[src/verilog/pin_mux_pkg.sv]
package pin_mux_pkg;

  // ------------------------------------------------------------
  // Register map
  // ------------------------------------------------------------
  localparam logic [31:0] PIN2_INDEX = 32'h0000_0201;
  localparam logic [31:0] PIN3_INDEX = 32'h0000_0202;
  localparam logic [31:0] PIN2_ADDR  = PIN2_INDEX << 2;
  localparam logic [31:0] PIN3_ADDR  = PIN3_INDEX << 2;
  localparam int          NUM_PINS   = 2;

  // ------------------------------------------------------------
  // Field layout and reset values
  // ------------------------------------------------------------
  localparam int         INVERT_BIT    = 10;
  localparam int         LEVEL_BIT     = 6;
  localparam int         FUNC_LSB      = 0;
  localparam int         FUNC_W        = 5;
  localparam logic [4:0] FUNC_RESET    = 5'h00;
  localparam logic       INVERT_RESET  = 1'b0;
  localparam logic       LEVEL_RESET   = 1'b0;

  // ------------------------------------------------------------
  // Function codes
  // ------------------------------------------------------------
  localparam logic [4:0] FN_CLOCK_OUT   = 5'h00;
  localparam logic [4:0] FN_FIXED_LEVEL = 5'h01;
  localparam logic [4:0] FN_SERIAL_OUT  = 5'h02;
  localparam logic [4:0] FN_IRQ         = 5'h03;
  localparam logic [4:0] FN_THERMAL     = 5'h04;
  localparam logic [4:0] FN_LOOP2_LOCK  = 5'h06;
  localparam logic [4:0] FN_LOOP3_LOCK  = 5'h07;
  localparam logic [4:0] FN_FREQ_LOCK   = 5'h09;
  localparam logic [4:0] FN_RANGE_BUSY  = 5'h0A;
  localparam logic [4:0] FN_SEQ_DONE    = 5'h0B;
  localparam logic [4:0] FN_NOISE_GATE  = 5'h0C;
  localparam logic [4:0] FN_PEAK_LIMIT  = 5'h0D;
  localparam logic [4:0] FN_SATURATION  = 5'h0E;
  localparam logic [4:0] FN_THRESHOLD   = 5'h0F;
  localparam logic [4:0] FN_LEVEL_LOCK  = 5'h10;
  localparam logic [4:0] FN_FIFO_ERROR  = 5'h11;
  localparam logic [4:0] FN_AUX_CLOCK   = 5'h12;
  localparam logic [4:0] FN_DMIC_CLOCK  = 5'h13;
  localparam logic [4:0] FN_PIN3_SPARE  = 5'h14;
  localparam logic [4:0] FN_MIC_DETECT  = 5'h15;
  localparam logic [4:0] FN_MIC_SHORT   = 5'h16;

  // ------------------------------------------------------------
  // Bus encodings
  // ------------------------------------------------------------
  localparam logic [2:0] HSIZE_WORD = 3'h2;
  localparam logic       HRESP_OKAY = 1'b0;

endpackage

[src/verilog/pin_sel_if.sv]
`timescale 1ns/1ps
// Per-pin selection bundle between the register block and one pin mux
interface pin_sel_if (
  input wire logic hclk,
  input wire logic hresetn
);
  logic [4:0]  function_select;
  logic        invert;
  logic [31:0] sources;
  logic        pin_out;

  modport ctrl (input pin_out, output function_select, output invert,
                output sources, input hclk, input hresetn);
  modport mux  (input function_select, input invert, input sources,
                output pin_out, input hclk, input hresetn);
endinterface

[src/verilog/gpio_function_output_mux.sv]
// Register access over AHB-Lite is this design's own decision.
`timescale 1ns/1ps
module gpio_function_output_mux
  import pin_mux_pkg::*;
(
  input  wire logic        hclk,
  input  wire logic        hresetn,
  input  wire logic        hsel,
  input  wire logic [31:0] haddr,
  input  wire logic [1:0]  htrans,
  input  wire logic        hwrite,
  input  wire logic [2:0]  hsize,
  input  wire logic [31:0] hwdata,
  input  wire logic        hready,
  output logic             hreadyout,
  output logic             hresp,
  output logic [31:0]      hrdata,
  input  wire logic        pin2_clock_output,
  input  wire logic        pin3_clock_output,
  input  wire logic        serial_audio_out,
  input  wire logic        irq,
  input  wire logic        thermal_shutdown,
  input  wire logic        second_phase_loop_lock,
  input  wire logic        third_phase_loop_lock,
  input  wire logic        frequency_locked_loop_lock,
  input  wire logic        dynamic_range_controller_activity,
  input  wire logic        write_sequencer_done,
  input  wire logic        automatic_level_control_noise_gate,
  input  wire logic        automatic_level_control_peak_overload,
  input  wire logic        automatic_level_control_saturation,
  input  wire logic        automatic_level_control_threshold,
  input  wire logic        automatic_level_control_level_lock,
  input  wire logic        fifo_error,
  input  wire logic        auxiliary_output_clock,
  input  wire logic        dmic_output_clock,
  input  wire logic        mic_detect,
  input  wire logic        mic_short,
  output logic             pin2_out,
  output logic             pin3_out
);

  // ------------------------------------------------------------
  // Bus address phase decode
  // ------------------------------------------------------------
  // Only NONSEQ/SEQ transfers act; writes must also be whole-word, reads may be any size
  wire logic       bus_take   = hsel & hready & htrans[1];
  wire logic       word_size  = (hsize == HSIZE_WORD);
  wire logic       hit_pin2   = (haddr == PIN2_ADDR);
  wire logic       hit_pin3   = (haddr == PIN3_ADDR);
  wire logic [1:0] addr_hit   = {hit_pin3, hit_pin2};
  wire logic       take_write = bus_take & hwrite & word_size;
  wire logic       take_read  = bus_take & ~hwrite;

  logic [1:0] wr_sel_q;
  logic [1:0] wr_sel_d;
  logic       rd_phase_q;

  assign wr_sel_d = take_write ? addr_hit : 2'b00;

  // Data phase bookkeeping
  always_ff @(posedge hclk or negedge hresetn) begin
    if (!hresetn) begin
      wr_sel_q   <= 2'b00;
      rd_phase_q <= 1'b0;
    end else begin
      wr_sel_q   <= wr_sel_d;
      rd_phase_q <= take_read;
    end
  end

  // ------------------------------------------------------------
  // Function control registers, index 0 is pin 2, index 1 is pin 3
  // ------------------------------------------------------------
  logic [4:0] fn_q  [NUM_PINS];
  logic [4:0] fn_d  [NUM_PINS];
  logic       inv_q [NUM_PINS];
  logic       inv_d [NUM_PINS];
  logic       lvl_q [NUM_PINS];
  logic       lvl_d [NUM_PINS];
  logic [31:0] src  [NUM_PINS];
  logic [31:0] common_src;
  logic        pin_out_w [NUM_PINS];

  pin_sel_if ps [NUM_PINS] (.hclk(hclk), .hresetn(hresetn));

  // Sources shared by both pins; reserved codes stay at zero
  always_comb begin
    common_src                = 32'h0000_0000;
    common_src[FN_SERIAL_OUT] = serial_audio_out;
    common_src[FN_IRQ]        = irq;
    common_src[FN_THERMAL]    = thermal_shutdown;
    common_src[FN_LOOP2_LOCK] = second_phase_loop_lock;
    common_src[FN_LOOP3_LOCK] = third_phase_loop_lock;
    common_src[FN_FREQ_LOCK]  = frequency_locked_loop_lock;
    common_src[FN_RANGE_BUSY] = dynamic_range_controller_activity;
    common_src[FN_SEQ_DONE]   = write_sequencer_done;
    common_src[FN_NOISE_GATE] = automatic_level_control_noise_gate;
    common_src[FN_PEAK_LIMIT] = automatic_level_control_peak_overload;
    common_src[FN_SATURATION] = automatic_level_control_saturation;
    common_src[FN_THRESHOLD]  = automatic_level_control_threshold;
    common_src[FN_LEVEL_LOCK] = automatic_level_control_level_lock;
    common_src[FN_FIFO_ERROR] = fifo_error;
    common_src[FN_AUX_CLOCK]  = auxiliary_output_clock;
    common_src[FN_DMIC_CLOCK] = dmic_output_clock;
    common_src[FN_MIC_DETECT] = mic_detect;
    common_src[FN_MIC_SHORT]  = mic_short;
  end

  // Per-pin clock source and fixed level override the shared vector
  always_comb begin
    src[0]                 = common_src;
    src[0][FN_CLOCK_OUT]   = pin2_clock_output;
    src[0][FN_FIXED_LEVEL] = lvl_q[0];
    src[1]                 = common_src;
    src[1][FN_CLOCK_OUT]   = pin3_clock_output;
    src[1][FN_FIXED_LEVEL] = lvl_q[1];
  end

  genvar g;
  generate
    for (g = 0; g < NUM_PINS; g++) begin : g_pin
      // Same field layout on both pins
      assign fn_d[g]  = wr_sel_q[g] ? hwdata[FUNC_LSB +: FUNC_W]
                                    : fn_q[g];
      assign inv_d[g] = wr_sel_q[g] ? hwdata[INVERT_BIT] : inv_q[g];
      assign lvl_d[g] = wr_sel_q[g] ? hwdata[LEVEL_BIT] : lvl_q[g];

      // Field storage with documented defaults
      always_ff @(posedge hclk or negedge hresetn) begin
        if (!hresetn) begin
          fn_q[g]  <= FUNC_RESET;
          inv_q[g] <= INVERT_RESET;
          lvl_q[g] <= LEVEL_RESET;
        end else begin
          fn_q[g]  <= fn_d[g];
          inv_q[g] <= inv_d[g];
          lvl_q[g] <= lvl_d[g];
        end
      end

      assign ps[g].function_select = fn_q[g];
      assign ps[g].invert          = inv_q[g];
      assign ps[g].sources         = src[g];
      assign pin_out_w[g]          = ps[g].pin_out;

      pin_output_select u_sel (
        .p (ps[g])
      );

      a_write_fn_field: assert property (
        @(posedge hclk) disable iff (!hresetn)
        wr_sel_q[g] |=> fn_q[g] == $past(hwdata[4:0]))
        else $error("function select not written from bus");

      a_write_inv_field: assert property (
        @(posedge hclk) disable iff (!hresetn)
        wr_sel_q[g] |=> inv_q[g] == $past(hwdata[10]))
        else $error("polarity bit not written from bus");

      a_hold_no_write: assert property (
        @(posedge hclk) disable iff (!hresetn)
        !wr_sel_q[g] |=> $stable(fn_q[g]) && $stable(inv_q[g]))
        else $error("pin control changed without a write");
    end
  endgenerate

  assign pin2_out = pin_out_w[0];
  assign pin3_out = pin_out_w[1];

  // ------------------------------------------------------------
  // Read path
  // ------------------------------------------------------------
  // Read value built from next state, so a read right after a write
  // returns the new contents. Level bit reads zero: it is write-only.
  logic [31:0] rd_word [NUM_PINS];
  always_comb begin
    for (int i = 0; i < NUM_PINS; i++) begin
      rd_word[i]                      = 32'h0000_0000;
      rd_word[i][FUNC_LSB +: FUNC_W]  = fn_d[i];
      rd_word[i][INVERT_BIT]          = inv_d[i];
    end
  end

  wire logic [31:0] rd_next = hit_pin2 ? rd_word[0] :
                              hit_pin3 ? rd_word[1] : 32'h0000_0000;

  logic [31:0] hrdata_q;
  // Read data staged for the data phase; unmapped reads give zero
  always_ff @(posedge hclk or negedge hresetn) begin
    if (!hresetn) begin
      hrdata_q <= 32'h0000_0000;
    end else if (take_read) begin
      hrdata_q <= rd_next;
    end
  end

  assign hrdata    = hrdata_q;
  assign hreadyout = 1'b1; // Zero wait states, never stalls
  assign hresp     = HRESP_OKAY;

  // ------------------------------------------------------------
  // Checks on pin routing and readback
  // ------------------------------------------------------------
  a_reset_fn_zero: assert property (
    @(posedge hclk) disable iff (!hresetn)
    $rose(hresetn) |-> fn_q[1] == FUNC_RESET && fn_q[0] == FUNC_RESET)
    else $error("function select not zero after reset");

  a_level_unread: assert property (
    @(posedge hclk) disable iff (!hresetn)
    rd_phase_q |-> hrdata[9:5] == 5'h00 && hrdata[31:11] == 21'h0)
    else $error("write-only or reserved bits read non-zero");

  a_fixed_level: assert property (
    @(posedge hclk) disable iff (!hresetn)
    fn_q[1] == 5'h01 |-> pin3_out == (lvl_q[1] ^ inv_q[1]))
    else $error("fixed level not driven on third pin");

  a_clock_route: assert property (
    @(posedge hclk) disable iff (!hresetn)
    fn_q[1] == 5'h00 |-> pin3_out == (pin3_clock_output ^ inv_q[1]))
    else $error("third pin clock not routed");

  a_second_clock: assert property (
    @(posedge hclk) disable iff (!hresetn)
    fn_q[0] == 5'h00 |-> pin2_out == (pin2_clock_output ^ inv_q[0]))
    else $error("second pin clock not routed");

  a_irq_route: assert property (
    @(posedge hclk) disable iff (!hresetn)
    fn_q[0] == 5'h03 |-> pin2_out == (irq ^ inv_q[0]))
    else $error("interrupt not routed to second pin");

  a_freq_lock: assert property (
    @(posedge hclk) disable iff (!hresetn)
    fn_q[1] == 5'h09 |-> pin3_out == (frequency_locked_loop_lock ^ inv_q[1]))
    else $error("frequency loop lock not routed");

  a_seq_done: assert property (
    @(posedge hclk) disable iff (!hresetn)
    fn_q[1] == 5'h0B |-> pin3_out == (write_sequencer_done ^ inv_q[1]))
    else $error("sequencer done not routed");

  a_level_lock: assert property (
    @(posedge hclk) disable iff (!hresetn)
    fn_q[0] == FN_LEVEL_LOCK |->
      pin2_out == (automatic_level_control_level_lock ^ inv_q[0]))
    else $error("level lock not routed");

  a_aux_clock: assert property (
    @(posedge hclk) disable iff (!hresetn)
    fn_q[1] == 5'h12 |-> pin3_out == (auxiliary_output_clock ^ inv_q[1]))
    else $error("auxiliary clock not routed");

  a_mic_short: assert property (
    @(posedge hclk) disable iff (!hresetn)
    fn_q[1] == 5'h16 |-> pin3_out == (mic_short ^ inv_q[1]))
    else $error("microphone short flag not routed");

  a_reserved_low: assert property (
    @(posedge hclk) disable iff (!hresetn)
    (fn_q[0] inside {5'h05, 5'h08, 5'h14} || fn_q[0] >= 5'h17)
      |-> pin2_out == inv_q[0])
    else $error("reserved code drives a source");

endmodule

[src/verilog/pin_output_select.sv]
`timescale 1ns/1ps
module pin_output_select
  import pin_mux_pkg::*;
(
  pin_sel_if.mux p
);

  // Source pick and polarity; kept combinational so clocks pass intact
  wire logic raw_level = p.sources[p.function_select];

  assign p.pin_out = raw_level ^ p.invert;

  // A polarity flip alone must flip the pin, whatever the picked source
  a_invert_toggles: assert property (
    @(posedge p.hclk) disable iff (!p.hresetn)
    $changed(p.invert) && $stable(p.sources) && $stable(p.function_select)
      |-> $changed(p.pin_out))
    else $error("pin level does not follow polarity");

endmodule

[config.mk]
export PLATFORM = sky130hd
export DESIGN_NAME = gpio_function_output_mux
export DESIGN_NICKNAME = d
export VERILOG_FILES = /design/src/verilog/pin_mux_pkg.sv /design/src/verilog/pin_sel_if.sv /design/src/verilog/gpio_function_output_mux.sv /design/src/verilog/pin_output_select.sv
export SDC_FILE = /design/constraint.sdc
export NUM_CORES = 1
export LEC_CHECK = 0
export ABC_AREA = 1
export BUFFER_PORTS_ARGS = -buffer_cell sky130_fd_sc_hd__buf_2
export CORE_ASPECT_RATIO = 1.5
export CORE_UTILIZATION = 41
export DETAILED_ROUTE_END_ITERATION = 10
export PLACE_DENSITY = 0.9
export SYNTH_ARGS = -nofsm -noshare
export SYNTH_HDL_FRONTEND = slang
export SYNTH_SLANG_ARGS = --single-unit
[constraint.sdc]
create_clock -name hclk -period 2.03 [get_ports hclk]
set_clock_uncertainty 0.2 [all_clocks]
set_input_delay 0.3045 -clock hclk [delete_from_list [all_inputs] [get_ports hclk]]
set_output_delay 0.3045 -clock hclk [all_outputs]
set_load 0.01 [all_outputs]
# After elaboration in Yosys (flattened, before gate mapping)
# Cells that the tools add are included.
[totals] out_inout_bits=36 ff_bits=48 wordCells=32 inputBits=94
[classes] n_lt_le_gt_ge=2 bitwise_logic=8 eq_ne=3 n_mux=11
[ops] op="32-bit by 12-bit equality test with 1-bit output, second input constant" n=2
[ops] op="11-bit 2-to-1 mux" n=2
[ops] op="5-bit by 6-bit less-than comparator with 1-bit output, second input constant" n=2
[ops] op="1-bit binary-select mux with 5-bit select" n=2
[ops] op="5-bit 2-to-1 mux" n=2
[ops] op="1-bit AND" n=5
[ops] op="1-bit 2-to-1 mux" n=4
[ops] op="3-bit by 2-bit equality test with 1-bit output, second input constant" n=1
[ops] op="2-bit 2-to-1 mux" n=1
[ops] op="1-bit bitwise XOR" n=2
[ops] op="1-bit inverter" n=1

# Longest topological paths before layout
[logic_depth] word_depth=5 mapped_depth=12 mapped_depth_nobuf=11

# By module
# A second synthesis with hierarchy kept.
[hier_totals] hier_cells=325 area_unflattened_um2=2198.4
[modules_own_cells] mod="gpio_function_output_mux" area_per_inst_um2=1395.1 seq_area_each_um2=550.5 instances=1 cells_each=165
[modules_own_cells] mod="pin_output_select" area_per_inst_um2=401.6 seq_area_each_um2=0.0 instances=2 cells_each=80

# Worst setup path before layout
# Ideal clock, no wire load.
[synth_path] kind="register to output" start="register fn_q (netlist bit ps[0].function_select[0])" end="output pin2_out" arrival_time_ns=1.117 path_stages_with_launch=13 slack_ns=0.408 path_buffers=1 cell_sequence="dfrtp_1 buf_4 inv_4 nor2_4 nand2_1 nand3_1 nand2_1 clkinv_1 nand2_1 nand2_1 nand3_1 nand2_1 nand2_1"
[synth_via] elab_chain_cells=3
[synth_lines] item="start: declaration" line="gpio_function_output_mux.sv:74" text="logic [4:0] fn_q [NUM_PINS];"
[synth_lines] item="start signal: indexed assignment" line="gpio_function_output_mux.sv:135" text="fn_q[g] <= fn_d[g];"
[synth_lines] item="1-bit binary-select mux with 5-bit select" line="pin_output_select.sv:9" text="wire logic raw_level = p.sources[p.function_select];"
[synth_lines] item="1-bit 2-to-1 mux (not written as such)" line="pin_output_select.sv:9"
[synth_lines] item="1-bit bitwise XOR" line="pin_output_select.sv:11" text="assign p.pin_out = raw_level ^ p.invert;"
[synth_lines] item="end: declaration" line="gpio_function_output_mux.sv:38" text="output logic pin2_out,"
# No other way between the ends. The select of a mux whose other input is x is not followed.

# Final worst setup path
# Ends and elaborated chain as after synthesis.

==> impl_metrics.py <==
metrics = {
    "sta": {
        "timing_hold_violations_final": 0,
        "finalWorstPathRequiredPeriod_ns": 2.142,
        "fin_ws_ns": -0.1117,
        "finalSetupViolCount": 2,
        "rsz0062_at_grt": "true",
        "post-route-period-util": 1.055,
        "fmax_mhz": 466.9,
        "timing_max_transition_violations_final": 0,
        "worst_hold_slack_ns": 0.1054,
    },
    "grt": {
        "number_of_antenna_violations_at_the_first_check_in_global_routing": 0,
        "grt_start_max_net_pins": 23,
        "grt_first_pass_wirelength_um": 6982,
        "global_routing_usage_summed_across_all_routing_layers": 0.1792,
        "grt_overflow_total": 0,
        "number_of_global_route_vias_before_repair": 1831,
    },
    "drt": {
        "firstDrtPassIters": 4,
        "initialDrtViolationCount": 140,
        "wl_per_cell_um": 10.91,
        "via_count": 1903,
        "routed_via_density": 4.917,
        "route.detailed.drc": 0,
        "detail_route.wirelength_um": 4222,
        "route.antenna.remaining_nets": 0,
    },
    "layout": {
        "antenna-diode-count": 0,
        "final_nets": 436,
        "drive_gt1_frac": 0.3284,
        "fill_cells": 407,
        "synthToLayoutAreaGrowth_pct": 24.32,
        "final_cells": 387,
    },
    "floorplan": {
        "initial_core_util": 0.4254,
        "floorplan.rows": 29,
        "die_width_um": 55.96,
        "die_height_um": 82.94,
        "floorplan.io_pins": 130,
        "area_enclosed_by_the_die_boundary_mm2": 0.004641,
        "core_area_mm2": 0.004209,
    },
    "synth": {
        "postSynthRegisterBits": 22,
        "area_contributors_post_synth": "sky130_fd_sc_hd__dfrtp_1 31%, sky130_fd_sc_hd__nand2_1 18%, sky130_fd_sc_hd__buf_4 13%",
        "synth.top_cells.by_count": "86 x sky130_fd_sc_hd__nand2_1, 34 x sky130_fd_sc_hd__nand3_1, 30 x sky130_fd_sc_hd__buf_4",
        "avgSynthCellArea_um2": 6.782,
        "synth.distinct_cells": 25,
        "synth.yosys.seq_area_share": 0.3075,
        "ys_warn_count": 0,
        "synth_top_cell_area_share": 0.3075,
        "synthMostInstantiatedCell": "sky130_fd_sc_hd__nand2_1",
        "post-synth-top-area-cell": "sky130_fd_sc_hd__dfrtp_1",
        "synth_cells": 264,
        "post_synth_instance_area_mm2": 0.001790,
        "predominant_post_synthesis_flop_cell": "sky130_fd_sc_hd__dfrtp_1",
        "number_of_synthesized_flops_with_an_enable_pin": 0,
        "ys_async_sr_fraction": 1.000,
    },
    "pwr": {
        "swShare": 0.2458,
        "p_int_mw": 0.6749,
        "power.combinational.fraction": 0.165,
        "powerDensity_mw_per_mm2": 402.1,
        "power_switching_mw": 0.2200,
        "power.static_leakage_nw": 1.253,
        "irDropWorstVdd_mv": 0.3454,
        "sequentialPowerShare": 0.489,
        "p_clk_frac": 0.346,
    },
    "clock_tree": {
        "numCtsBuffers": 3,
        "clock_tree.root_cell": "sky130_fd_sc_hd__clkbuf_8",
        "worst_skew_pair.late_latency_ns": 0.26,
        "tritoncts_clock_tree": "built",
        "clk_pin_slew_worst_paths_ns": 0.07,
        "numClockSinks": 22,
        "maximum_count_of_clock_buffers_along_a_single_path": 2,
        "htree_num_levels": 1,
    },
    "setup_path": {
        "crit_path_frequent_cell": "sky130_fd_sc_hd__nand2_1",
        "worstPathCellList": "buf_4 > o211ai_1 > nand2_1 > nand2_1 > nand2_1 > nand3_1 > nand2_1 > nand2_1 > buf_2",
        "setup.reg_to_reg.worst_slack_ns": 0.57,
        "worst_setup_path_start_kind": "flop",
        "worst_path_dominant_cell_family": "flip-flops",
        "number_of_buffers_and_inverters_on_the_critical_path": 2,
        "end_kind": "output pin",
        "cp_data_arrival_time_ns": 1.64,
        "critical_path.max_stage_delay_ns": 0.47,
        "crit_slowest_cell": "sky130_fd_sc_hd__dfrtp_2",
        "setup.worst_path.class": "reg2out",
        "timing.critical_path.required_ns": 1.53,
        "timing.critical_path.fanout_max": 5,
    },
    "job": {
        "cap_viol_max_count": 0,
    },
    "placed_design": {
        "placement.io_buffers": 75,
        "placed_cells": 378,
        "place_hpwl_um": 3339,
        "place_congestion": 0.8660,
    },
    "run_status": {
        "run_status": "finished with violations",
        "violations_in_the_final_reports": "negative setup slack",
    },
    "hold_path": {
        "holdCritPathClass": "in2reg",
    },
}
## timing repair
item,4_1_cts,5_1_grt
setup buffers,0,4
resized for setup,6,10
setup endpoints to repair,2,2
hold buffers,1,0
pin swaps,0,3
hold endpoints to repair,22,0
## logic make-up (layout without fill, tap and decap cells)
logic type,Yosys count,after routing,share of synthesized area
simple gates,158,158,0.4053
buf+inv,58,109,0.1964
flops,22,22,0.3075
compound gates,20,20,0.06149
mux,4,4,0.02516
other cells,2,28,0.004194
## per-layer routing
layer	track usage	wire length, um	up-vias
met2	0.3538	2270	117
met4	0.07317	109	0
met3	0.01713	323	15
met1	0.1868	1518	826
li1	-	-	945
met5	0	0	-
## power by group through the flow
stage | clock network (mW) | logic, mW | registers (mW)
detailed placement | 0 | 0.142 | 0.447
global route | 0.332 | 0.165 | 0.438
global placement | 0 | 0.138 | 0.447
finish | 0.310 | 0.147 | 0.438
floorplan | 0 | 0.0969 | 0.447
CTS | 0.314 | 0.145 | 0.438
## sequential cells by signal, indices dropped and copies added, names as in the netlist
name,flops
lvl_q,2
wr_sel_q,2
ps.invert,2
ps.function_select,10
hrdata,6
## area by class of cell
cell class	count	area, um2	area share
Clock buffer	4	55.05	0.02473
Inverter	23	91.34	0.04103
Multi-Input combinational cell	210	1020	0.4581
Sequential cell	22	555.5	0.2496
Tap cell	46	57.56	0.02586
Timing Repair Buffer	82	446.7	0.2007
## final timing paths
path / start / endpoint / depth (start not counted)
max in group asynchronous: hresetn / ps[1].function_select[1]$_DFF_PN0_ / 2
worst max register to register: wr_sel_q[0]$_DFF_PN0_ / hrdata[4]$_DFFE_PN0P_ / 5
worst min register to register: hrdata[10]$_DFFE_PN0P_ / hrdata[10]$_DFFE_PN0P_ / 2
min in group asynchronous: hresetn / hrdata[2]$_DFFE_PN0P_ / 2
worst min-delay path: hwdata[6] / lvl_q[0]$_DFFE_PN0P_ / 2
worst max-delay path: ps[0].function_select[0]$_DFF_PN0_ / pin2_out / 9
## stage by stage
| stage | power [mW] | instance area (um2) | setup TNS (ns) | util | worst slack [ns] |
|---|---|---|---|---|---|
| detailed placement | 0.5884 | 2086 | 0 | 0.4955 | 0.1231 |
| global placement | 0.5844 | 2086 | 0 | 0.4955 | 0.1470 |
| finish | 0.8949 | 2226 | -0.2069 | 0.5288 | -0.1117 |
| global route | 0.9343 | 2226 | -0.4797 | 0.5288 | -0.2471 |
| CTS | 0.8963 | 2165 | -0.1729 | 0.5143 | -0.09959 |
| floorplan | 0.5435 | 1888 | 0 | - | 0.4081 |
## cells in the final DEF (no fill, tap or decap), types with 2 or more instances in the layout
cell type	n
sky130_fd_sc_hd__o211ai_1	4
sky130_fd_sc_hd__a21oi_1	2
sky130_fd_sc_hd__inv_4	2
sky130_fd_sc_hd__inv_1	19
sky130_fd_sc_hd__nand2_1	82
sky130_fd_sc_hd__dfrtp_2	4
sky130_fd_sc_hd__o21ai_1	3
sky130_fd_sc_hd__buf_4	4
sky130_fd_sc_hd__nor2_4	5
sky130_fd_sc_hd__nand2_2	4
sky130_fd_sc_hd__clkbuf_8	4
sky130_fd_sc_hd__o21ai_0	10
sky130_fd_sc_hd__dfrtp_1	18
sky130_fd_sc_hd__conb_1	28
sky130_fd_sc_hd__buf_2	75
sky130_fd_sc_hd__nand4_1	5
sky130_fd_sc_hd__mux2_2	4
sky130_fd_sc_hd__nor2_1	23
sky130_fd_sc_hd__nand3_2	3
sky130_fd_sc_hd__nand3_1	31
Note: power is estimated with default switching activity, not from simulation.
